<file path="src/logic/tpd_pkg.sv">
/*
 * tpd_pkg: register map, field positions, reset values and mode
 * encodings of the dual-output PWM / capture timer.
 * Assumes a 32-bit AXI4-Lite register bus and one 200 MHz clock.
 */
package tpd_pkg;
	localparam int        TPD_ADDR_W   = 8;
	// register byte offsets
	localparam logic [7:0] TPD_OFF_CTRL  = 8'h00;
	localparam logic [7:0] TPD_OFF_CTRL2 = 8'h04;
	localparam logic [7:0] TPD_OFF_COUNT = 8'h08;
	localparam logic [7:0] TPD_OFF_MATCH = 8'h0C;
	localparam logic [7:0] TPD_OFF_RELD  = 8'h10;
	localparam logic [7:0] TPD_OFF_DBND  = 8'h14;
	// control field positions
	localparam int TPD_CTRL_EN    = 0;
	localparam int TPD_CTRL_MODE  = 1;
	localparam int TPD_CTRL_POL   = 3;
	localparam int TPD_CTRL_PRE   = 4;
	localparam int TPD_CTRL2_EXT  = 0;
	localparam int TPD_CTRL2_ISEL = 1;
	localparam int TPD_CTRL2_CAPF = 7;
	// mode field and interrupt source codes
	localparam logic [1:0] TPD_MODE_PWM   = 2'h1;
	localparam logic [1:0] TPD_MODE_CAPT  = 2'h2;
	localparam logic [1:0] TPD_ISEL_CAPT  = 2'h1;
	localparam logic [1:0] TPD_ISEL_RELD  = 2'h2;
	// reset values, counting constants and bus response codes
	localparam logic [15:0] TPD_COUNT_RST = 16'h0001;
	localparam logic [15:0] TPD_RESTART   = 16'h0001;
	localparam logic [15:0] TPD_RELD_RST  = 16'hFFFF;
	localparam logic [15:0] TPD_MATCH_RST = 16'h0000;
	localparam logic [7:0]  TPD_DB_MAX    = 8'h80;
	localparam logic [1:0]  TPD_RESP_OK   = 2'h0;
	localparam logic [1:0]  TPD_RESP_ERR  = 2'h2;

	typedef enum logic [1:0] {
		TPD_IDLE, TPD_PWM1, TPD_PWM2, TPD_CAPT
	} tpd_mode_t;
endpackage : tpd_pkg

</file>
<file path="src/logic/tpd_timer.sv">
/*
 * tpd_timer: 16-bit up timer with single PWM, dual PWM with deadband,
 * and capture modes, behind an AXI4-Lite register slave.
 * Assumes the timer input pin is asynchronous and that software stops
 * the timer before reconfiguring it.
 */
// Behaviour
// [RULE1] Count from prescaled system clock, never pins.
// [RULE2] Start count only first period, then 0001H.
// [RULE3] Software keeps reload above PWM match.
// [RULE4] Period equals reload times prescale.
// [RULE5] First period is reload minus start, prescaled.
// [RULE6] High time follows polarity bit formula.
// [RULE7] Dual PWM toggles output at match.
// [RULE8] Reload: interrupt, restart at 0001H, continue.
// [RULE9] Polarity sets start level, match inverts it.
// [RULE10] Dual PWM drives inverted second pin.
// [RULE11] Rising edges delayed by 0-128 deadband.
// [RULE12] Software keeps deadband below both phases.
// [RULE13] Software writes mode extension bit too.
// [RULE14] Dual PWM turns input pin into output.
// [RULE15] Capture copies count on chosen edge.
// [RULE16] Capture: interrupt, set flag, keep counting.
// [RULE17] Capture reload: interrupt, clear flag, continue.
// [RULE18] Interrupt source selectable: both, capture, reload.
// [RULE19] Software clears match before capture starts.
// [RULE20] Software disables timer before reconfiguring.
// [RULE21] Capture value minus start gives elapsed ticks.
// [RULE22] Count every prescale period; hold when disabled.
`timescale 1ns/1ps
`default_nettype none
module tpd_timer
	import tpd_pkg::*;
(
	// clock and reset
	input  wire logic                  aclk,
	input  wire logic                  aresetn,
	// axi4-lite write address
	input  wire logic [TPD_ADDR_W-1:0] s_axi_awaddr,
	input  wire logic                  s_axi_awvalid,
	output logic                       s_axi_awready,
	// axi4-lite write data
	input  wire logic [31:0]           s_axi_wdata,
	input  wire logic [3:0]            s_axi_wstrb,
	input  wire logic                  s_axi_wvalid,
	output logic                       s_axi_wready,
	// axi4-lite write response
	output logic [1:0]                 s_axi_bresp,
	output logic                       s_axi_bvalid,
	input  wire logic                  s_axi_bready,
	// axi4-lite read
	input  wire logic [TPD_ADDR_W-1:0] s_axi_araddr,
	input  wire logic                  s_axi_arvalid,
	output logic                       s_axi_arready,
	output logic [31:0]                s_axi_rdata,
	output logic [1:0]                 s_axi_rresp,
	output logic                       s_axi_rvalid,
	input  wire logic                  s_axi_rready,
	// timer pins
	input  wire logic                  tin_i,
	output logic                       tout_o,
	output logic                       tcomp_o,
	output logic                       tcomp_oen_n,
	// interrupt request pulse
	output logic                       timer_irq
);
	function automatic logic [31:0] strb_merge(input logic [31:0] old_v,
		input logic [31:0] new_v, input logic [3:0] strb);
		logic [31:0] res;
		res = old_v;
		for (int i = 0; i < 4; i++) begin
			if (strb[i]) begin
				res[8*i +: 8] = new_v[8*i +: 8];
			end
		end
		return res;
	endfunction : strb_merge

	////////////////////////////////////////////////////////////////
	// register state
	logic [7:0]            ctrl_r;
	logic [2:0]            ctrl2_r;
	logic [15:0]           count_r;
	logic [15:0]           match_r;
	logic [15:0]           reload_r;
	logic [7:0]            dbnd_r;
	logic                  capf_r;
	logic                  pwm_r;
	logic                  irq_r;
	logic                  tin_s1, tin_s2, tin_s3;
	// bus state
	logic [TPD_ADDR_W-1:0] awaddr_r;
	logic [31:0]           wdata_r;
	logic [3:0]            wstrb_r;

	////////////////////////////////////////////////////////////////
	// field decode
	wire        en_w    = ctrl_r[TPD_CTRL_EN];
	wire [1:0]  mfld_w  = ctrl_r[TPD_CTRL_MODE +: 2];
	wire        pol_w   = ctrl_r[TPD_CTRL_POL];
	wire [2:0]  pre_w   = ctrl_r[TPD_CTRL_PRE +: 3];
	wire        ext_w   = ctrl2_r[TPD_CTRL2_EXT];
	wire [1:0]  isel_w  = ctrl2_r[TPD_CTRL2_ISEL +: 2];
	tpd_mode_t  mode_w;
	always_comb begin
		unique case ({ext_w, mfld_w})
			{1'b0, TPD_MODE_PWM}:  mode_w = TPD_PWM1;
			{1'b1, TPD_MODE_PWM}:  mode_w = TPD_PWM2; // RULE13
			{1'b0, TPD_MODE_CAPT}: mode_w = TPD_CAPT;
			default:               mode_w = TPD_IDLE;
		endcase
	end
	wire        is_pwm_w  = (mode_w == TPD_PWM1) || (mode_w == TPD_PWM2);
	wire        is_capt_w = (mode_w == TPD_CAPT);
	wire        run_w     = en_w && (mode_w != TPD_IDLE);

	////////////////////////////////////////////////////////////////
	// bus decode
	wire        do_wr_w   = !s_axi_awready && !s_axi_wready && !s_axi_bvalid;
	wire [31:0] wmrg_w;
	wire        wr_ctrl_w  = do_wr_w && awaddr_r == TPD_OFF_CTRL;
	wire        wr_ctrl2_w = do_wr_w && awaddr_r == TPD_OFF_CTRL2;
	wire        wr_count_w = do_wr_w && awaddr_r == TPD_OFF_COUNT;
	wire        wr_match_w = do_wr_w && awaddr_r == TPD_OFF_MATCH;
	wire        wr_reld_w  = do_wr_w && awaddr_r == TPD_OFF_RELD;
	wire        wr_dbnd_w  = do_wr_w && awaddr_r == TPD_OFF_DBND;
	wire        wr_hit_w   = wr_ctrl_w || wr_ctrl2_w || wr_count_w || wr_match_w || wr_reld_w || wr_dbnd_w;
	wire [31:0] wold_w =
		(awaddr_r == TPD_OFF_CTRL)  ? {24'h000000, ctrl_r} :
		(awaddr_r == TPD_OFF_CTRL2) ? {29'h00000000, ctrl2_r} :
		(awaddr_r == TPD_OFF_COUNT) ? {16'h0000, count_r} :
		(awaddr_r == TPD_OFF_MATCH) ? {16'h0000, match_r} :
		(awaddr_r == TPD_OFF_RELD)  ? {16'h0000, reload_r} :
		{24'h000000, dbnd_r};
	assign wmrg_w = strb_merge(wold_w, wdata_r, wstrb_r);
	// deadband beyond the documented range is clamped, not wrapped
	wire [7:0]  db_wr_w = (wmrg_w[7:0] > TPD_DB_MAX) ? TPD_DB_MAX : wmrg_w[7:0]; // RULE11

	wire        rd_hit_w = s_axi_araddr == TPD_OFF_CTRL  || s_axi_araddr == TPD_OFF_CTRL2 ||
		s_axi_araddr == TPD_OFF_COUNT || s_axi_araddr == TPD_OFF_MATCH ||
		s_axi_araddr == TPD_OFF_RELD  || s_axi_araddr == TPD_OFF_DBND;
	wire [31:0] rd_mux_w =
		(s_axi_araddr == TPD_OFF_CTRL)  ? {24'h000000, ctrl_r} :
		(s_axi_araddr == TPD_OFF_CTRL2) ? {24'h000000, capf_r, 4'h0, ctrl2_r} :
		(s_axi_araddr == TPD_OFF_COUNT) ? {16'h0000, count_r} :
		(s_axi_araddr == TPD_OFF_MATCH) ? {16'h0000, match_r} :
		(s_axi_araddr == TPD_OFF_RELD)  ? {16'h0000, reload_r} :
		(s_axi_araddr == TPD_OFF_DBND)  ? {24'h000000, dbnd_r} : 32'h00000000;

	////////////////////////////////////////////////////////////////
	// axi4-lite handshakes
	always_ff @(posedge aclk) begin
		if (!aresetn) begin
			s_axi_awready <= 1'b1;
			s_axi_wready  <= 1'b1;
			s_axi_bvalid  <= 1'b0;
			s_axi_bresp   <= TPD_RESP_OK;
			awaddr_r      <= '0;
			wdata_r       <= 32'h00000000;
			wstrb_r       <= 4'h0;
		end else begin
			if (s_axi_awvalid && s_axi_awready) begin
				awaddr_r      <= s_axi_awaddr;
				s_axi_awready <= 1'b0;
			end
			if (s_axi_wvalid && s_axi_wready) begin
				wdata_r      <= s_axi_wdata;
				wstrb_r      <= s_axi_wstrb;
				s_axi_wready <= 1'b0;
			end
			if (do_wr_w) begin
				s_axi_bvalid <= 1'b1;
				s_axi_bresp  <= wr_hit_w ? TPD_RESP_OK : TPD_RESP_ERR;
			end
			if (s_axi_bvalid && s_axi_bready) begin
				s_axi_bvalid  <= 1'b0;
				s_axi_awready <= 1'b1;
				s_axi_wready  <= 1'b1;
			end
		end
	end

	always_ff @(posedge aclk) begin
		if (!aresetn) begin
			s_axi_arready <= 1'b1;
			s_axi_rvalid  <= 1'b0;
			s_axi_rdata   <= 32'h00000000;
			s_axi_rresp   <= TPD_RESP_OK;
		end else if (s_axi_arvalid && s_axi_arready) begin
			s_axi_arready <= 1'b0;
			s_axi_rvalid  <= 1'b1;
			s_axi_rdata   <= rd_mux_w;
			s_axi_rresp   <= rd_hit_w ? TPD_RESP_OK : TPD_RESP_ERR;
		end else if (s_axi_rvalid && s_axi_rready) begin
			s_axi_rvalid  <= 1'b0;
			s_axi_arready <= 1'b1;
		end
	end

	////////////////////////////////////////////////////////////////
	// prescaler and input synchroniser
	logic tick_w;
	tpd_prescale u_pre (
		.aclk    (aclk),
		.aresetn (aresetn),
		.run     (run_w), // RULE1
		.pre     (pre_w),
		.tick    (tick_w)
	);

	always_ff @(posedge aclk) begin
		if (!aresetn) begin
			tin_s1 <= 1'b0;
			tin_s2 <= 1'b0;
			tin_s3 <= 1'b0;
		end else begin
			tin_s1 <= tin_i;
			tin_s2 <= tin_s1;
			tin_s3 <= tin_s2;
		end
	end
	// polarity 1 captures on rising, 0 on falling
	wire edge_w  = pol_w ? (tin_s2 && !tin_s3) : (!tin_s2 && tin_s3);
	wire cap_w   = en_w && is_capt_w && edge_w; // RULE15
	wire at_rl_w = (count_r == reload_r);
	wire wrap_w  = tick_w && run_w && at_rl_w;

	////////////////////////////////////////////////////////////////
	// counter, match and control registers
	always_ff @(posedge aclk) begin
		if (!aresetn) begin
			ctrl_r   <= 8'h00;
			ctrl2_r  <= 3'h0;
			reload_r <= TPD_RELD_RST;
			dbnd_r   <= 8'h00;
			count_r  <= TPD_COUNT_RST;
			match_r  <= TPD_MATCH_RST;
		end else begin
			if (wr_ctrl_w)  ctrl_r   <= wmrg_w[7:0];
			if (wr_ctrl2_w) ctrl2_r  <= wmrg_w[2:0];
			if (wr_reld_w)  reload_r <= wmrg_w[15:0];
			if (wr_dbnd_w)  dbnd_r   <= db_wr_w;
			if (wr_count_w) begin
				count_r <= wmrg_w[15:0]; // RULE5 RULE21
			end else if (wrap_w) begin
				count_r <= TPD_RESTART; // RULE2 RULE8 RULE17
			end else if (tick_w && run_w) begin
				count_r <= 16'(count_r + 16'h0001); // RULE22 RULE16
			end
			// a capture in the same cycle as a software write wins
			if (cap_w) begin
				match_r <= count_r; // RULE15 RULE21
			end else if (wr_match_w) begin
				match_r <= wmrg_w[15:0];
			end
		end
	end

	////////////////////////////////////////////////////////////////
	// flag, pwm level and interrupt
	wire irq_nxt_w = (is_pwm_w && wrap_w) || // RULE8
		(is_capt_w && cap_w && isel_w != TPD_ISEL_RELD) || // RULE16 RULE18
		(is_capt_w && wrap_w && isel_w != TPD_ISEL_CAPT); // RULE17 RULE18
	// enabling write sets the start level at once, not a period late
	wire pol_nxt_w = wr_ctrl_w ? wmrg_w[TPD_CTRL_POL] : pol_w; // RULE9

	always_ff @(posedge aclk) begin
		if (!aresetn) begin
			capf_r <= 1'b0;
			pwm_r  <= 1'b0;
			irq_r  <= 1'b0;
		end else begin
			if (cap_w) begin
				capf_r <= 1'b1; // RULE16
			end else if (is_capt_w && wrap_w) begin
				capf_r <= 1'b0; // RULE17
			end
			if (!run_w || !is_pwm_w) begin
				pwm_r <= pol_nxt_w; // RULE9
			end else if (wrap_w) begin
				pwm_r <= pol_w; // RULE9
			end else if (tick_w && count_r == match_r) begin
				pwm_r <= !pol_w; // RULE6 RULE7
			end
			irq_r <= irq_nxt_w;
		end
	end

	////////////////////////////////////////////////////////////////
	// output pins
	logic db_a_w, db_b_w;
	tpd_deadband u_db (
		.aclk    (aclk),
		.aresetn (aresetn),
		.level   (pwm_r),
		.db      (dbnd_r),
		.out_a   (db_a_w),
		.out_b   (db_b_w)
	);

	always_ff @(posedge aclk) begin
		if (!aresetn) begin
			tout_o      <= 1'b0;
			tcomp_o     <= 1'b0;
			tcomp_oen_n <= 1'b1;
			timer_irq   <= 1'b0;
		end else begin
			tout_o      <= (mode_w == TPD_PWM2) ? db_a_w : pwm_r; // RULE11
			tcomp_o     <= (mode_w == TPD_PWM2) && db_b_w; // RULE10
			tcomp_oen_n <= (mode_w != TPD_PWM2); // RULE14
			timer_irq   <= irq_r;
		end
	end

	////////////////////////////////////////////////////////////////
	// checks
	count_hold_a: assert property (@(posedge aclk) disable iff (!aresetn) // RULE22
		!run_w && !wr_count_w && $stable(ctrl_r) |=> $stable(count_r)) else $error("count moved while stopped");
	restart_a: assert property (@(posedge aclk) disable iff (!aresetn) // RULE2
		wrap_w && !wr_count_w |=> count_r == TPD_RESTART) else $error("no restart at 0001");
	pwm_irq_a: assert property (@(posedge aclk) disable iff (!aresetn) // RULE8
		is_pwm_w && wrap_w |-> ##2 timer_irq) else $error("reload interrupt missing");
	match_level_a: assert property (@(posedge aclk) disable iff (!aresetn) // RULE9
		mode_w == TPD_PWM1 && tick_w && !at_rl_w && count_r == match_r && $stable(ctrl_r)[*1]
		|-> ##2 tout_o == !$past(pol_w, 2)) else $error("match did not invert output");
	pin_dir_a: assert property (@(posedge aclk) disable iff (!aresetn) // RULE14
		mode_w == TPD_PWM2 |=> !tcomp_oen_n) else $error("pin not turned to output");
	capture_a: assert property (@(posedge aclk) disable iff (!aresetn) // RULE15
		cap_w |=> match_r == $past(count_r)) else $error("capture value wrong");
	capflag_a: assert property (@(posedge aclk) disable iff (!aresetn) // RULE16
		cap_w && isel_w != TPD_ISEL_RELD |=> capf_r ##1 timer_irq) else $error("capture flag or irq missing");
	capclr_a: assert property (@(posedge aclk) disable iff (!aresetn) // RULE17
		is_capt_w && wrap_w && !cap_w |=> !capf_r) else $error("flag not cleared at reload");
	isel_a: assert property (@(posedge aclk) disable iff (!aresetn) // RULE18
		is_capt_w && isel_w == TPD_ISEL_RELD && !wrap_w |-> ##2 !timer_irq) else $error("masked source fired");

	pwm_wrap_c: cover property (@(posedge aclk) disable iff (!aresetn) is_pwm_w && wrap_w);
	dual_c:     cover property (@(posedge aclk) disable iff (!aresetn) tcomp_o && !tcomp_oen_n);
	capt_c:     cover property (@(posedge aclk) disable iff (!aresetn) cap_w);
endmodule : tpd_timer
`default_nettype wire

</file>
<file path="src/logic/tpd_prescale.sv">
/*
 * tpd_prescale: divides the system clock by 2^pre, one-cycle tick.
 * Assumes run is low whenever the timer is disabled.
 */
`timescale 1ns/1ps
`default_nettype none
module tpd_prescale (
	// clock and reset
	input  wire logic       aclk,
	input  wire logic       aresetn,
	// control
	input  wire logic       run,
	input  wire logic [2:0] pre,
	// tick out
	output logic            tick
);
	logic [6:0] cnt_r;
	wire  [6:0] term_w = 7'((8'h01 << pre) - 8'h01);
	wire        last_w = (cnt_r == term_w);

	always_ff @(posedge aclk) begin
		if (!aresetn) begin
			cnt_r <= 7'h00;
			tick  <= 1'b0;
		end else begin
			cnt_r <= (run && !last_w) ? 7'(cnt_r + 7'h01) : 7'h00; // RULE1
			tick  <= run && last_w; // RULE4
		end
	end

	////////////////////////////////////////////////////////////////
	tick_spacing_a: assert property (@(posedge aclk) disable iff (!aresetn) // RULE4
		tick && pre != 3'h0 |=> !tick) else $error("prescale tick too soon");
endmodule : tpd_prescale
`default_nettype wire

</file>
<file path="src/logic/tpd_deadband.sv">
/*
 * tpd_deadband: splits a PWM level into two complementary outputs whose
 * rising edges are held back by db cycles. Falling edges pass at once.
 * Assumes db is at most 128 and stable while the timer runs.
 */
`timescale 1ns/1ps
`default_nettype none
module tpd_deadband (
	// clock and reset
	input  wire logic       aclk,
	input  wire logic       aresetn,
	// pwm in
	input  wire logic       level,
	input  wire logic [7:0] db,
	// outputs
	output logic            out_a,
	output logic            out_b
);
	logic       lvl_r;
	logic [7:0] cnt_r;
	wire        chg_w   = (level != lvl_r);
	wire  [7:0] cnt_nxt = chg_w ? 8'h00 : ((cnt_r == 8'hFF) ? cnt_r : 8'(cnt_r + 8'h01));
	wire        ok_w    = (cnt_nxt >= db);

	always_ff @(posedge aclk) begin
		if (!aresetn) begin
			lvl_r <= 1'b0;
			cnt_r <= 8'hFF;
			out_a <= 1'b0;
			out_b <= 1'b0;
		end else begin
			lvl_r <= level;
			cnt_r <= cnt_nxt;
			out_a <= level && ok_w; // RULE11
			out_b <= !level && ok_w; // RULE10 RULE11
		end
	end

	////////////////////////////////////////////////////////////////
	no_overlap_a: assert property (@(posedge aclk) disable iff (!aresetn) // RULE11
		!(out_a && out_b)) else $error("both outputs active");
	rise_held_a: assert property (@(posedge aclk) disable iff (!aresetn) // RULE11
		chg_w && db != 8'h00 |=> !out_a && !out_b) else $error("deadband skipped");
endmodule : tpd_deadband
`default_nettype wire

</file>
<file path="config.mk">
export PLATFORM = sky130hd
export DESIGN_NAME = tpd_timer
export DESIGN_NICKNAME = d
export VERILOG_FILES = /design/src/logic/tpd_pkg.sv /design/src/logic/tpd_timer.sv /design/src/logic/tpd_prescale.sv /design/src/logic/tpd_deadband.sv
export SDC_FILE = /design/constraint.sdc
export NUM_CORES = 1
export LEC_CHECK = 0
export BUFFER_PORTS_ARGS = -buffer_cell sky130_fd_sc_hd__buf_2
export CORE_MARGIN = 5
export CORE_UTILIZATION = 40
export DETAILED_ROUTE_END_ITERATION = 8
export GPL_TIMING_DRIVEN = 0
export HOLD_SLACK_MARGIN = 0.1
export PLACE_DENSITY = 0.68
export SYNTH_ARGS = -nofsm -noshare
export SYNTH_HDL_FRONTEND = slang
export SYNTH_SLANG_ARGS = --single-unit
</file>
<file path="constraint.sdc">
create_clock -name aclk -period 3.5 [get_ports aclk]
set_input_delay 0.35 -clock aclk [delete_from_list [all_inputs] [get_ports aclk]]
set_output_delay 0.35 -clock aclk [all_outputs]
set_load 0.01 [all_outputs]
</file>
==> flow_summary.toml <==
[outcome]
outcome = "completed"

[logic_synthesis]
synth_cell_types = 74
post_synth_main_area_contributors = "dfxtp_1 35%, nand2_1 6.8%, a21oi_1 5.4%"
synth_enable_flop_cells = 0
synth_largest_area_cell = "dfxtp_1"
post_synth_instance_area_sq_um = 8225
synthesis.area_per_instance_sq_um = 7.745
yosys_register_bits = 145
netlist_instances = 1062
synth_top_cell_area_share = 0.3529
seq_area_frac_synth = 0.3529
synthFlopType = "dfxtp_1"
synth-async-reset-ratio = 0
ys_warn_count = 0

[clock_network]
cts_resized = 0
clk_root_buffer_cell = "clkbuf_16"
cts_buffer_depth = 2
number_of_setup_buffers_added_after_cts = 0
post_cts_hold_buffer_count = 0
clock_sinks = 145
cts-buffers-inserted = 17
clock_tree_from_tritoncts = "done"
clock_latency_ps = 430
htreeDepth = 4
clk_pin_slew_ps = 60

[run]
max_cap_viol_count = 0

[finish]
synthToLayoutAreaGrowth_pct = 16.40
mostFrequentLayoutCell = "nand2_1"
ratio_of_cells_with_drive_above_1_in_the_final_layout = 0.1285
num_antenna_cells = 0
finish.net_count = 1236
fill_cells = 2011
commonest_cells_after_routing_fill_and_taps_aside = "148 x nand2_1, 145 x dfxtp_1, 104 x nor2_1"

[grt]
first_pass_grt_wire_length_um = 44270
globalRouteTotalUtil = 0.2347
largest_net_degree_at_the_start_of_global_routing = 17
number_of_antenna_violations_at_the_first_check_in_global_routing = 0
number_of_global_route_vias_before_repair = 7961
grt.overflow.total = 0

[critical_path]
path_delay_family = "simple AND/OR/NAND/NOR gates"
worstSetupEndpointType = "register"
slowest_cell_on_the_critical_path = "dfxtp_1"
timing.critical_path.arrival_ps = 3180
worst_setup_path_start_kind = "register"
crit_path_max_incr_delay_ps = 380
critical_path.max_fanout = 5
internal_reg_to_reg_setup_slack_ps = 600
cp_data_required_time_ps = 3780
timing.critical_path.cells = "ha_1 -> nand2_1 -> nor2_1 -> nand3_1 -> xor2_1 -> nand2b_1 -> ha_1 -> nand2b_1 -> a21o_1 -> a21o_1 -> a211oi_1 -> o21a_1 -> nor4_1"
critPathKind = "reg -> reg"
cp.buffers_inverters = 0

[detailed_routing]
first_iter_violations = 976
drt_first_pass_iters = 6
routed_length_per_placed_instance_um = 19.47
vias = 8462
wirelength_um = 28140
drt.antenna.violating_nets = 0
drc = 0
routed_via_density = 5.856

[timing]
worst_pin_slew_ps = 1232
finalSetupViolations = 0
setup_tns_final_ps = 0
slew-limit-headroom = 0.1721
clock-skew-final_ps = 9.357
slew_violations = 0
min_period_over_period = 0.8284
grt_setup_unrepaired = "no"
worst_slack_ps = 600.7
final_hold_viol_count = 0
max_freq_mhz = 344.9
final_period_minus_worst_setup_slack_ps = 2899

[placed_design]
finalWeightedCongestion = 0.9708
dp_slack_ps = 533.2
buffer_ports.inserted = 64
place.detailed.hpwl_um = 20850

[power_and_ir_drop]
vdd.ir_drop.worst_uv = 323.3
power-per-cell-area_nw_per_um2 = 493.8
p_leak_nw = 3.699

[min_path]
hold_path.class = "in -> reg"

[floorplanning]
core_region_area_sq_um = 20230
placement_rows = 52
die_width_um = 153.4
pin_count = 105
die_boundary_height_um = 153.4
die_area_sq_um = 23530
initial_cell_density_of_the_core = 0.4065
[through the flow]
step	instances	hold WS [ps]	total power [W]	instance area (sq um)	utilization
2_1_floorplan	1079	411.9	0.002517	8289	-
3_3_place_gp	1413	416.0	0.002759	8947	0.4422
3_5_place_dp	1413	423.0	0.002789	8947	0.4422
4_1_cts	1445	115.3	0.004725	9574	0.4732
5_1_grt	1445	141.9	0.004946	9574	0.4732
6_report	1445	121.1	0.004727	9574	0.4732
[worst reg2reg max path, cell delays in order (launching register included)]
cell	delay, ps
dfxtp_1	380
ha_1	230
nand2_1	100
nor2_1	220
nand3_1	270
xor2_1	210
nand2b_1	110
ha_1	280
nand2b_1	140
a21o_1	170
a21o_1	170
a211oi_1	220
o21a_1	190
nor4_1	60
[power breakdown]
part	total [W]	internal [W]	leakage [nW]	switching (W)
Combinational	0.000959	0.000378	2.22	0.000581
Sequential	0.00181	0.00174	1.18	0.0000738
Clock	0.00196	0.00121	0.298	0.000747
[path summary, 6_finish.rpt]
kind	start	endpoint	cells past startpoint
worst min register to register	irq_r	timer_irq	1
worst max-delay path	u_db.cnt_r[0]	u_db.out_b	13
worst max register to register	u_db.cnt_r[0]	u_db.out_b	13
worst min-delay path	s_axi_wvalid	s_axi_wready	2
[registers in the layout, indices dropped and copies added (netlist names), 2 cells and up]
signal       count
wstrb_r          2
count_r         16
reload_r        16
awaddr_r         8
ctrl_r           8
match_r         16
wdata_r         16
ctrl2_r          3
dbnd_r           8
s_axi_rdata     16
u_db.cnt_r       8
u_pre.cnt_r      7
[synth_stat cells, types with 10 or more instances]
library cell / instances
mux2i_1: 23
xor2_1: 22
xnor2_1: 28
nor3_1: 21
and2_1: 15
nand3_1: 41
and3_1: 10
a21oi_1: 89
o2bb2ai_1: 10
nand4_1: 11
a22oi_1: 13
o21ai_0: 53
dfxtp_1: 145
clkbuf_1: 63
buf_4: 20
nand2_1: 148
ha_1: 14
inv_1: 19
buf_2: 12
o32ai_1: 13
a31oi_1: 19
nand2b_1: 16
nor2_1: 104
[cell type report]
| type | instances | area, sq um | share of cell area |
|---|---|---|---|
| clock buffer | 18 | 439.2 | 0.04587 |
| inverter | 20 | 75.07 | 0.007841 |
| multi-input combinational | 810 | 4831 | 0.5046 |
| buffer | 104 | 480.5 | 0.05018 |
| tap | 270 | 337.8 | 0.03528 |
| timing repair buffer | 64 | 320.3 | 0.03346 |
| clock inverter | 14 | 187.7 | 0.01960 |
| sequential | 145 | 2903 | 0.3032 |
[routing by layer]
metal	vias to the layer above	share of wire	global-route usage
met5	-	0	0
met4	0	0.035	0.08999
met3	85	0.11	0.06107
met2	513	0.42	0.3487
met1	3910	0.43	0.3267
li1	3954	-	-
[logic make-up after synthesis]
logic type,Yosys count,synth area share
AOI/OAI and AO/OA,286,0.2303
and+or+nand+nor,415,0.2408
buffers and inverters,124,0.06754
xor gates and xnor gates,50,0.05324
muxes,27,0.03346
other,1,0.0004559
DFF,145,0.3529
adders and majority gates,14,0.02130
No activity file was read; power rests on OpenSTA's default activity.
